**config.mk**
```make
export PLATFORM = sky130hd
export DESIGN_NAME = rotate_unit
export DESIGN_NICKNAME = d
export VERILOG_FILES = /design/src/rotate_unit_pkg.sv /design/src/rotate_core.sv /design/src/rotate_unit.sv
export VERILOG_INCLUDE_DIRS = /design/src
export SDC_FILE = /design/constraint.sdc
export NUM_CORES = 1
export LEC_CHECK = 0
export BUFFER_PORTS_ARGS = -buffer_cell sky130_fd_sc_hd__buf_2
export CAP_MARGIN = 25
export CELL_PAD_IN_SITES_DETAIL_PLACEMENT = 1
export CELL_PAD_IN_SITES_GLOBAL_PLACEMENT = 2
export CORE_ASPECT_RATIO = 1.25
export CORE_UTILIZATION = 28
export CTS_CLUSTER_SIZE = 14
export DETAILED_ROUTE_END_ITERATION = 6
export PLACE_DENSITY_LB_ADDON = 0.08
export SYNTH_ARGS = -nofsm -noshare
export SYNTH_HDL_FRONTEND = slang
export SYNTH_SLANG_ARGS = --single-unit
```
**constraint.sdc**
```tcl
create_clock -name i_sys_clk -period 4.2 [get_ports i_sys_clk]
set_clock_uncertainty 0.1 [all_clocks]
set_input_delay 0.84 -clock i_sys_clk [delete_from_list [all_inputs] [get_ports i_sys_clk]]
set_output_delay 0.84 -clock i_sys_clk [all_outputs]
set_load 0.02 [all_outputs]
```
**src/rotate_unit_defines.svh**
```systemverilog
// Purpose: Constants for the rotate unit
// Assumes: 8-bit data path
// Notes:   Opcode codes are local choices
`ifndef ROTATE_UNIT_DEFINES_SVH
`define ROTATE_UNIT_DEFINES_SVH
`define ROT_DATA_W      8
`define ROT_MSB         7
`define ROT_LSB         0
`define ROT_OP_W        3
`define ROT_OP_NONE     3'h0
`define ROT_OP_LC       3'h1
`define ROT_OP_LC_WR    3'h2
`define ROT_OP_R        3'h3
`define ROT_OP_R_WR     3'h4
`define ROT_OP_RC       3'h5
`define ROT_OP_RC_WR    3'h6
`define ROT_RESET_BYTE  8'h00
`endif

```
**src/rotate_unit_pkg.sv**
```systemverilog
// Purpose: Types for the rotate unit
// Assumes: rotate_unit_defines.svh included
// Notes:   Request and result travel as structs
`include "rotate_unit_defines.svh"
package rotate_unit_pkg;
	typedef struct packed {
		logic                       valid;
		logic [`ROT_OP_W-1:0]       op;
		logic [`ROT_DATA_W-1:0]     mem_data;
		logic                       flag;
	} rot_req_type;
	typedef struct packed {
		logic [`ROT_DATA_W-1:0]     data;
		logic                       flag;
		logic                       flag_we;
		logic                       mem_we;
		logic                       wr_we;
	} rot_res_type;
endpackage

```
**src/rotate_core.sv**
```systemverilog
// Purpose: Combinational rotate result
// Assumes: Operand and flag valid in the same cycle
// Notes:   Unknown codes write nothing
`timescale 1ns/1ps
`default_nettype none
`include "rotate_unit_defines.svh"
module rotate_core (
	input  wire logic                        i_valid,
	input  wire logic [`ROT_OP_W-1:0]        i_op,
	input  wire logic [`ROT_DATA_W-1:0]      i_data,
	input  wire logic                        i_flag,
	output logic      [`ROT_DATA_W-1:0]      o_data,
	output logic                             o_flag,
	output logic                             o_flag_we,
	output logic                             o_mem_we,
	output logic                             o_wr_we
);
	wire [`ROT_DATA_W-1:0] lc_val;
	wire [`ROT_DATA_W-1:0] r_val;
	wire [`ROT_DATA_W-1:0] rc_val;
	wire is_lc;
	wire is_r;
	wire is_rc;
	assign lc_val = {i_data[`ROT_MSB-1:0], i_flag};
	assign r_val  = {i_data[`ROT_LSB], i_data[`ROT_MSB:1]};
	assign rc_val = {i_flag, i_data[`ROT_MSB:1]};
	assign is_lc = (i_op == `ROT_OP_LC) || (i_op == `ROT_OP_LC_WR);
	assign is_r  = (i_op == `ROT_OP_R) || (i_op == `ROT_OP_R_WR);
	assign is_rc = (i_op == `ROT_OP_RC) || (i_op == `ROT_OP_RC_WR);
	assign o_data = is_lc ? lc_val : (is_r ? r_val : rc_val);
	// Left takes old bit 7, right takes old bit 0
	assign o_flag = is_lc ? i_data[`ROT_MSB] : i_data[`ROT_LSB];
	assign o_flag_we = i_valid && (is_lc || is_rc);
	assign o_mem_we  = i_valid && ((i_op == `ROT_OP_LC) ||
		(i_op == `ROT_OP_R) || (i_op == `ROT_OP_RC));
	assign o_wr_we   = i_valid && ((i_op == `ROT_OP_LC_WR) ||
		(i_op == `ROT_OP_R_WR) || (i_op == `ROT_OP_RC_WR));
endmodule
`default_nettype wire

```
**src/rotate_unit.sv**
```systemverilog
// Purpose: Rotate unit of an 8-bit core datapath
// Assumes: Request held one machine cycle, same clock
// Notes:   Result registered, seen by next instruction
// Function
// - Left through flag: old flag to bit 0, bit 7 to flag, to memory.
// - Left through flag result goes to work register, flag updated.
// - Plain right rotate, bit 0 to bit 7, to memory, flag kept.
// - Plain right rotate result to work register, flag kept.
// - Right through flag: old flag to bit 7, bit 0 to flag, to memory.
// - Right through flag result to work register, flag updated.
// - Work register variants never write the memory byte.
`timescale 1ns/1ps
`default_nettype none
`include "rotate_unit_defines.svh"
module rotate_unit (
	input  wire logic                        i_sys_clk,
	input  wire logic                        i_nrst,
	input  wire rotate_unit_pkg::rot_req_type i_req,
	output logic      [`ROT_DATA_W-1:0]      o_mem_wdata,
	output logic                             o_mem_we,
	output logic      [`ROT_DATA_W-1:0]      o_work_reg,
	output logic                             o_flag
);
	rotate_unit_pkg::rot_res_type res;
	logic [`ROT_DATA_W-1:0] mem_wdata_r;
	logic                   mem_we_r;
	logic [`ROT_DATA_W-1:0] work_reg_r;
	logic                   flag_r;
	logic [`ROT_DATA_W-1:0] work_reg_nxt;
	logic                   flag_nxt;
	rotate_core u_core (
		.i_valid   (i_req.valid),
		.i_op      (i_req.op),
		.i_data    (i_req.mem_data),
		.i_flag    (i_req.flag),
		.o_data    (res.data),
		.o_flag    (res.flag),
		.o_flag_we (res.flag_we),
		.o_mem_we  (res.mem_we),
		.o_wr_we   (res.wr_we)
	);
	// Flag holds its own value unless a carry variant runs
	assign flag_nxt     = res.flag_we ? res.flag : flag_r;
	assign work_reg_nxt = res.wr_we ? res.data : work_reg_r;
	always_ff @(posedge i_sys_clk) begin
		if (!i_nrst) begin
			mem_wdata_r <= `ROT_RESET_BYTE;
			mem_we_r    <= 1'b0;
			work_reg_r  <= `ROT_RESET_BYTE;
			flag_r      <= 1'b0;
		end else begin
			mem_wdata_r <= res.data;
			mem_we_r    <= res.mem_we;
			work_reg_r  <= work_reg_nxt;
			flag_r      <= flag_nxt;
		end
	end
	assign o_mem_wdata = mem_wdata_r;
	assign o_mem_we    = mem_we_r;
	assign o_work_reg  = work_reg_r;
	assign o_flag      = flag_r;
	a_left_carry_mem: assert property (@(posedge i_sys_clk) disable iff (!i_nrst)
		(i_req.valid && i_req.op == `ROT_OP_LC) |=>
		(o_mem_we && o_mem_wdata == {$past(i_req.mem_data[6:0]),
		$past(i_req.flag)} && o_flag == $past(i_req.mem_data[7])))
		else $error("left carry rotate wrong");
	a_left_carry_wr: assert property (@(posedge i_sys_clk) disable iff (!i_nrst)
		(i_req.valid && i_req.op == `ROT_OP_LC_WR) |=>
		(o_work_reg == {$past(i_req.mem_data[6:0]), $past(i_req.flag)}
		&& o_flag == $past(i_req.mem_data[7])))
		else $error("left carry to work register wrong");
	a_right_mem_flag: assert property (@(posedge i_sys_clk) disable iff (!i_nrst)
		(i_req.valid && i_req.op == `ROT_OP_R) |=>
		(o_mem_we && o_mem_wdata == {$past(i_req.mem_data[0]),
		$past(i_req.mem_data[7:1])} && $stable(o_flag)))
		else $error("right rotate wrong");
	a_right_wr_flag: assert property (@(posedge i_sys_clk) disable iff (!i_nrst)
		(i_req.valid && i_req.op == `ROT_OP_R_WR) |=>
		(o_work_reg == {$past(i_req.mem_data[0]),
		$past(i_req.mem_data[7:1])} && $stable(o_flag)))
		else $error("right rotate to work register wrong");
	a_right_carry_mem: assert property (@(posedge i_sys_clk) disable iff (!i_nrst)
		(i_req.valid && i_req.op == `ROT_OP_RC) |=>
		(o_mem_we && o_mem_wdata == {$past(i_req.flag),
		$past(i_req.mem_data[7:1])} && o_flag == $past(i_req.mem_data[0])))
		else $error("right carry rotate wrong");
	a_right_carry_wr: assert property (@(posedge i_sys_clk) disable iff (!i_nrst)
		(i_req.valid && i_req.op == `ROT_OP_RC_WR) |=>
		(o_work_reg == {$past(i_req.flag), $past(i_req.mem_data[7:1])}
		&& o_flag == $past(i_req.mem_data[0])))
		else $error("right carry to work register wrong");
	a_wr_no_mem: assert property (@(posedge i_sys_clk) disable iff (!i_nrst)
		(i_req.valid && (i_req.op == `ROT_OP_LC_WR ||
		i_req.op == `ROT_OP_R_WR || i_req.op == `ROT_OP_RC_WR))
		|=> !o_mem_we)
		else $error("memory written by work register variant");
	a_mem_keeps_wr: assert property (@(posedge i_sys_clk) disable iff (!i_nrst)
		o_mem_we |-> $stable(o_work_reg))
		else $error("work register changed on memory variant");
	a_one_cycle_we: assert property (@(posedge i_sys_clk) disable iff (!i_nrst)
		(!i_req.valid) |=> !o_mem_we)
		else $error("memory write without request");
endmodule
`default_nettype wire

```
---- After elaboration in Yosys (flattened, before gate mapping) ----
Index checks and enable logic that the tools add are counted.
storage, ports and cells
  bits of input ports ..................... 15
  flip-flop bits (word level) ............. 18
  output and inout bits ................... 18
operators by class
  reductions and logical operators ........ 11
  muxes and demuxes ....................... 3
  equal/unequal tests ..................... 6
operators by type and width
  kind                number
  $mux 8              2
  $eq 3x3->1 const B  3
  $logic_or 1x1->1    8
  $eq 3x2->1 const B  2
  $eq 3x1->1 const B  1
  $logic_and 1x1->1   3
  $mux 1              1

---- Depth between registers and ports, before layout ----
  depth in word-level cells ............... 4
  depth in mapped cells ................... 7
  depth with buffers taken out ............ 5

---- Modules after synthesis ----
A second synthesis with hierarchy kept.
unflattened totals
  cells, all modules ...................... 74
  area, all modules ....................... 859.6 µm²
modules (own cells, without submodules)
  module       seq. area each (µm²)  cells an instance  area an instance (µm²)  times used
  rotate_unit  360.3                 47                 585.6                   1
  rotate_core  0.0                   27                 274.0                   1

---- Worst setup path after synthesis ----
No wires, ideal clock.
  kind .................................... input -> register
  from .................................... input i_req[9] (netlist name)
  to ...................................... register work_reg_r[0], in the netlist o_work_reg[0]
  path slack .............................. 1.979 ns
  stages .................................. 7
  required time ........................... 4.014 ns
  arrival ................................. 2.036 ns
  cell sequence ........................... inv_1 > ha_1 > or3b_1 > buf_6 > and2_4 > buf_6 > a211oi_1
on the way
  word-level cells in the longest chain between the ends .. 4
RTL lines
  what                                                       RTL line           text
  from (decl)                                                rotate_unit.sv:18  input wire rotate_unit_pkg::rot_req_type i_req,
  $eq 3x2->1 (no source line) or $eq 3x3->1 (tied branches)  -
  $logic_or 1x1->1 (2 in a row)                              rotate_core.sv:36  assign o_wr_we = i_valid && ((i_op == `ROT_OP_LC_WR) ||
  $logic_and 1x1->1                                          rotate_core.sv:36
  to (signal assigned)                                       rotate_unit.sv:49  work_reg_r <= `ROT_RESET_BYTE;
  to (signal assigned)                                       rotate_unit.sv:54  work_reg_r <= work_reg_nxt;
  to (decl)                                                  rotate_unit.sv:27  logic [`ROT_DATA_W-1:0] work_reg_r;
Parallel ways exist; a longest one is shown, timed or not.
A chain may end at the register's enable or synchronous reset.

---- Final worst setup path ----
  from .................................... input i_req[9] (netlist name)
  to ...................................... register work_reg_r[1], in the netlist o_work_reg[1]
The elaborated chain is that of the path after synthesis.

==> impl_metrics.tcl <==
set metrics [dict create \
    peakVddDrop_uv 217 \
    cts_hold_buffers 0 \
    synth-seq-cells 18 \
    synth_nets 99 \
    cts_buffers 3 \
    viasPerCell 4.72 \
    yosysTopAreaCell "dfxtp_1" \
    synth_fa_ha_area_frac 0.0791 \
    ant_nets 0 \
    hp-class "reg2reg" \
    cp-end-kind "flip-flop" \
    postCtsSetupBuffers 0 \
    grt_start_max_net_pins 16 \
    drc 0 \
    final-setup-viol-count 0 \
    htreeDepth 1 \
    clock_sinks 18 \
    syn_inst 79 \
    fin_area_sq_um 1000 \
    grt_pass1_vias 663 \
    drive_gt1_frac 0.342 \
    hold_violations 0 \
    place_inst 141 \
    synth_cell_types 21 \
    die_w_microns 49.5 \
    drv_slew 0 \
    antenna_cells 0 \
    dp_slack_ns 1.78 \
    dr.pass1.iters 1 \
    yosysSeqAreaShare 0.456 \
    crit_arrival_ns 2.24 \
    overflow 0 \
    status "complete, no violations" \
    synth_ff_type "dfxtp_1" \
    worstPathRequired_ns 4.31 \
    slew_headroom 0.681 \
    nNetsFinal 132 \
    synth_xor_area_frac 0 \
    syn_to_final_growth_pct 26.6 \
    leakage_nw 0.521 \
    crit_type "in2reg" \
    max_cap_viol_count 0 \
    port_buffers 32 \
    core-area_sq_um 2680 \
    die_h_microns 61.4 \
    clock_path_buffers 2 \
    synth_warnings 0 \
    yosysMostFrequentCell "dfxtp_1" \
    drt_iter0_drc 0 \
    fillers 344 \
    grt_util_all_layers 0.144 \
    cts_tree "done" \
    tns_ns 0 \
    dpl-instance-area_sq_um 965 \
    ctsResizeCount 0 \
    clock_latency_ns 0.29 \
    synthTopCellsByArea "dfxtp_1 (46%), mux2i_1 (13%), ha_1 (7.9%)" \
    synth-simple-area-share 0.0965 \
    start_util 0.295 \
    fmax_ghz 0.469 \
    hold_slack_ns 0.426 \
    syn_avg_cell_area_sq_um 10.0 \
    netlist_top_cells_count "dfxtp_1 (18), a21oi_1 (10), mux2i_1 (10)" \
    path_max_fanout 10 \
    clockRootBuffer "clkbuf_4" \
    row_count 21 \
    synthArstFlopShare 0 \
    period_minus_slack_ns 2.13 \
    synth_top_area_frac 0.456 \
    gp_congestion 0.720 \
    rsz0062_at_grt "no" \
    finalWorstSetupSlack_ns 2.07 \
    synth_compound_area_frac 0.177 \
    dpl.hpwl_microns 1480 \
    synth_top_family_by_area "compound AO/OA/AOI/OAI gates" \
    grt_antenna_before_repair 0 \
    synth_mux_area_frac 0.127 \
    wl_microns 1940 \
    num_io_pins 33 \
    power_density_nw_per_um2 374 \
    worstMarginPinSlew_ns 0.478 \
    vias 684 \
    critical_path.startpoint_type "input pin" \
    grt_pass1_wl_microns 3210 \
    synth_edf_count 0 \
    period_share 0.507 \
    netlist_area_sq_um 791 \
    die_area_sq_um 3040 \
    wl_per_cell_microns 13.3 \
    fin_cells 145 \
    clkTransAtPathRegs_ns 0.11 \
]
==> area by class of cell <==
type,count,area [sq um],area share
flip-flops and latches,18,360,0.360
well taps,34,42.5,0.0425
clock buffers,4,36.3,0.0363
repair buffers,33,168,0.168
inverters,4,15.0,0.0150
multi-input cells,52,379,0.379
==> per-layer routing <==
| layer | wire (microns) | global-route usage | vias up |
|---|---|---|---|
| li1 | - | - | 346 |
| met1 | 947 | 0.187 | 315 |
| met2 | 862 | 0.224 | 19 |
| met3 | 90 | 0.0346 | 4 |
| met4 | 34 | 0.0735 | 0 |
| met5 | 0 | 0 | - |
==> logic make-up after synthesis <==
group / after synthesis
buffers and inverters: 9
muxes: 10
DFF: 18
adders and majority gates: 5
AOI/OAI and AO/OA: 22
and+or+nand+nor: 15
==> final timing paths <==
check / startpoint / slack [ns] / to / cells past startpoint
setup / recovery: i_req[9] / 2.07 / o_work_reg[1] / 6
hold / removal: o_flag / 0.43 / o_flag / 2
setup reg to reg: o_work_reg[1] / 3.40 / o_work_reg[1] / 2
hold reg to reg: o_flag / 0.43 / o_flag / 2
==> placed cells by master (no fill, tap or decap) <==
| cell type | count |
|---|---|
| buf_2 | 32 |
| ha_1 | 5 |
| nor2_1 | 8 |
| o221ai_1 | 1 |
| a21oi_1 | 10 |
| o21bai_1 | 1 |
| o21a_1 | 1 |
| or4bb_1 | 1 |
| or3b_1 | 1 |
| mux2i_1 | 10 |
| nand2_1 | 3 |
| o21ai_0 | 1 |
| clkbuf_4 | 3 |
| inv_1 | 4 |
| a211oi_1 | 7 |
| and2_4 | 1 |
| clkbuf_8 | 1 |
| nand4_1 | 1 |
| buf_4 | 1 |
| a311oi_1 | 1 |
| dfxtp_1 | 18 |
==> worst max-delay path, stage by stage <==
cell and delay [ns]:
buf_2 0.10, inv_1 0.07, ha_1 0.21, or3b_1 0.53, and2_4 0.24, a211oi_1 0.24
==> stage by stage <==
step                 util  total power (W)
global route        0.373         0.000398
detailed placement  0.360         0.000272
finish              0.373         0.000374
floorplan               -         0.000244
global placement    0.360         0.000271
CTS                 0.373         0.000378
==> power by group <==
group	internal (W)	total [W]	switching, W
Clock	0.0000528	0.000108	0.0000551
Combinational	0.0000300	0.0000789	0.0000489
Sequential	0.000183	0.000188	0.00000449
Total	0.000266	0.000374	0.000108
Note: power is estimated with default switching activity, not from simulation.
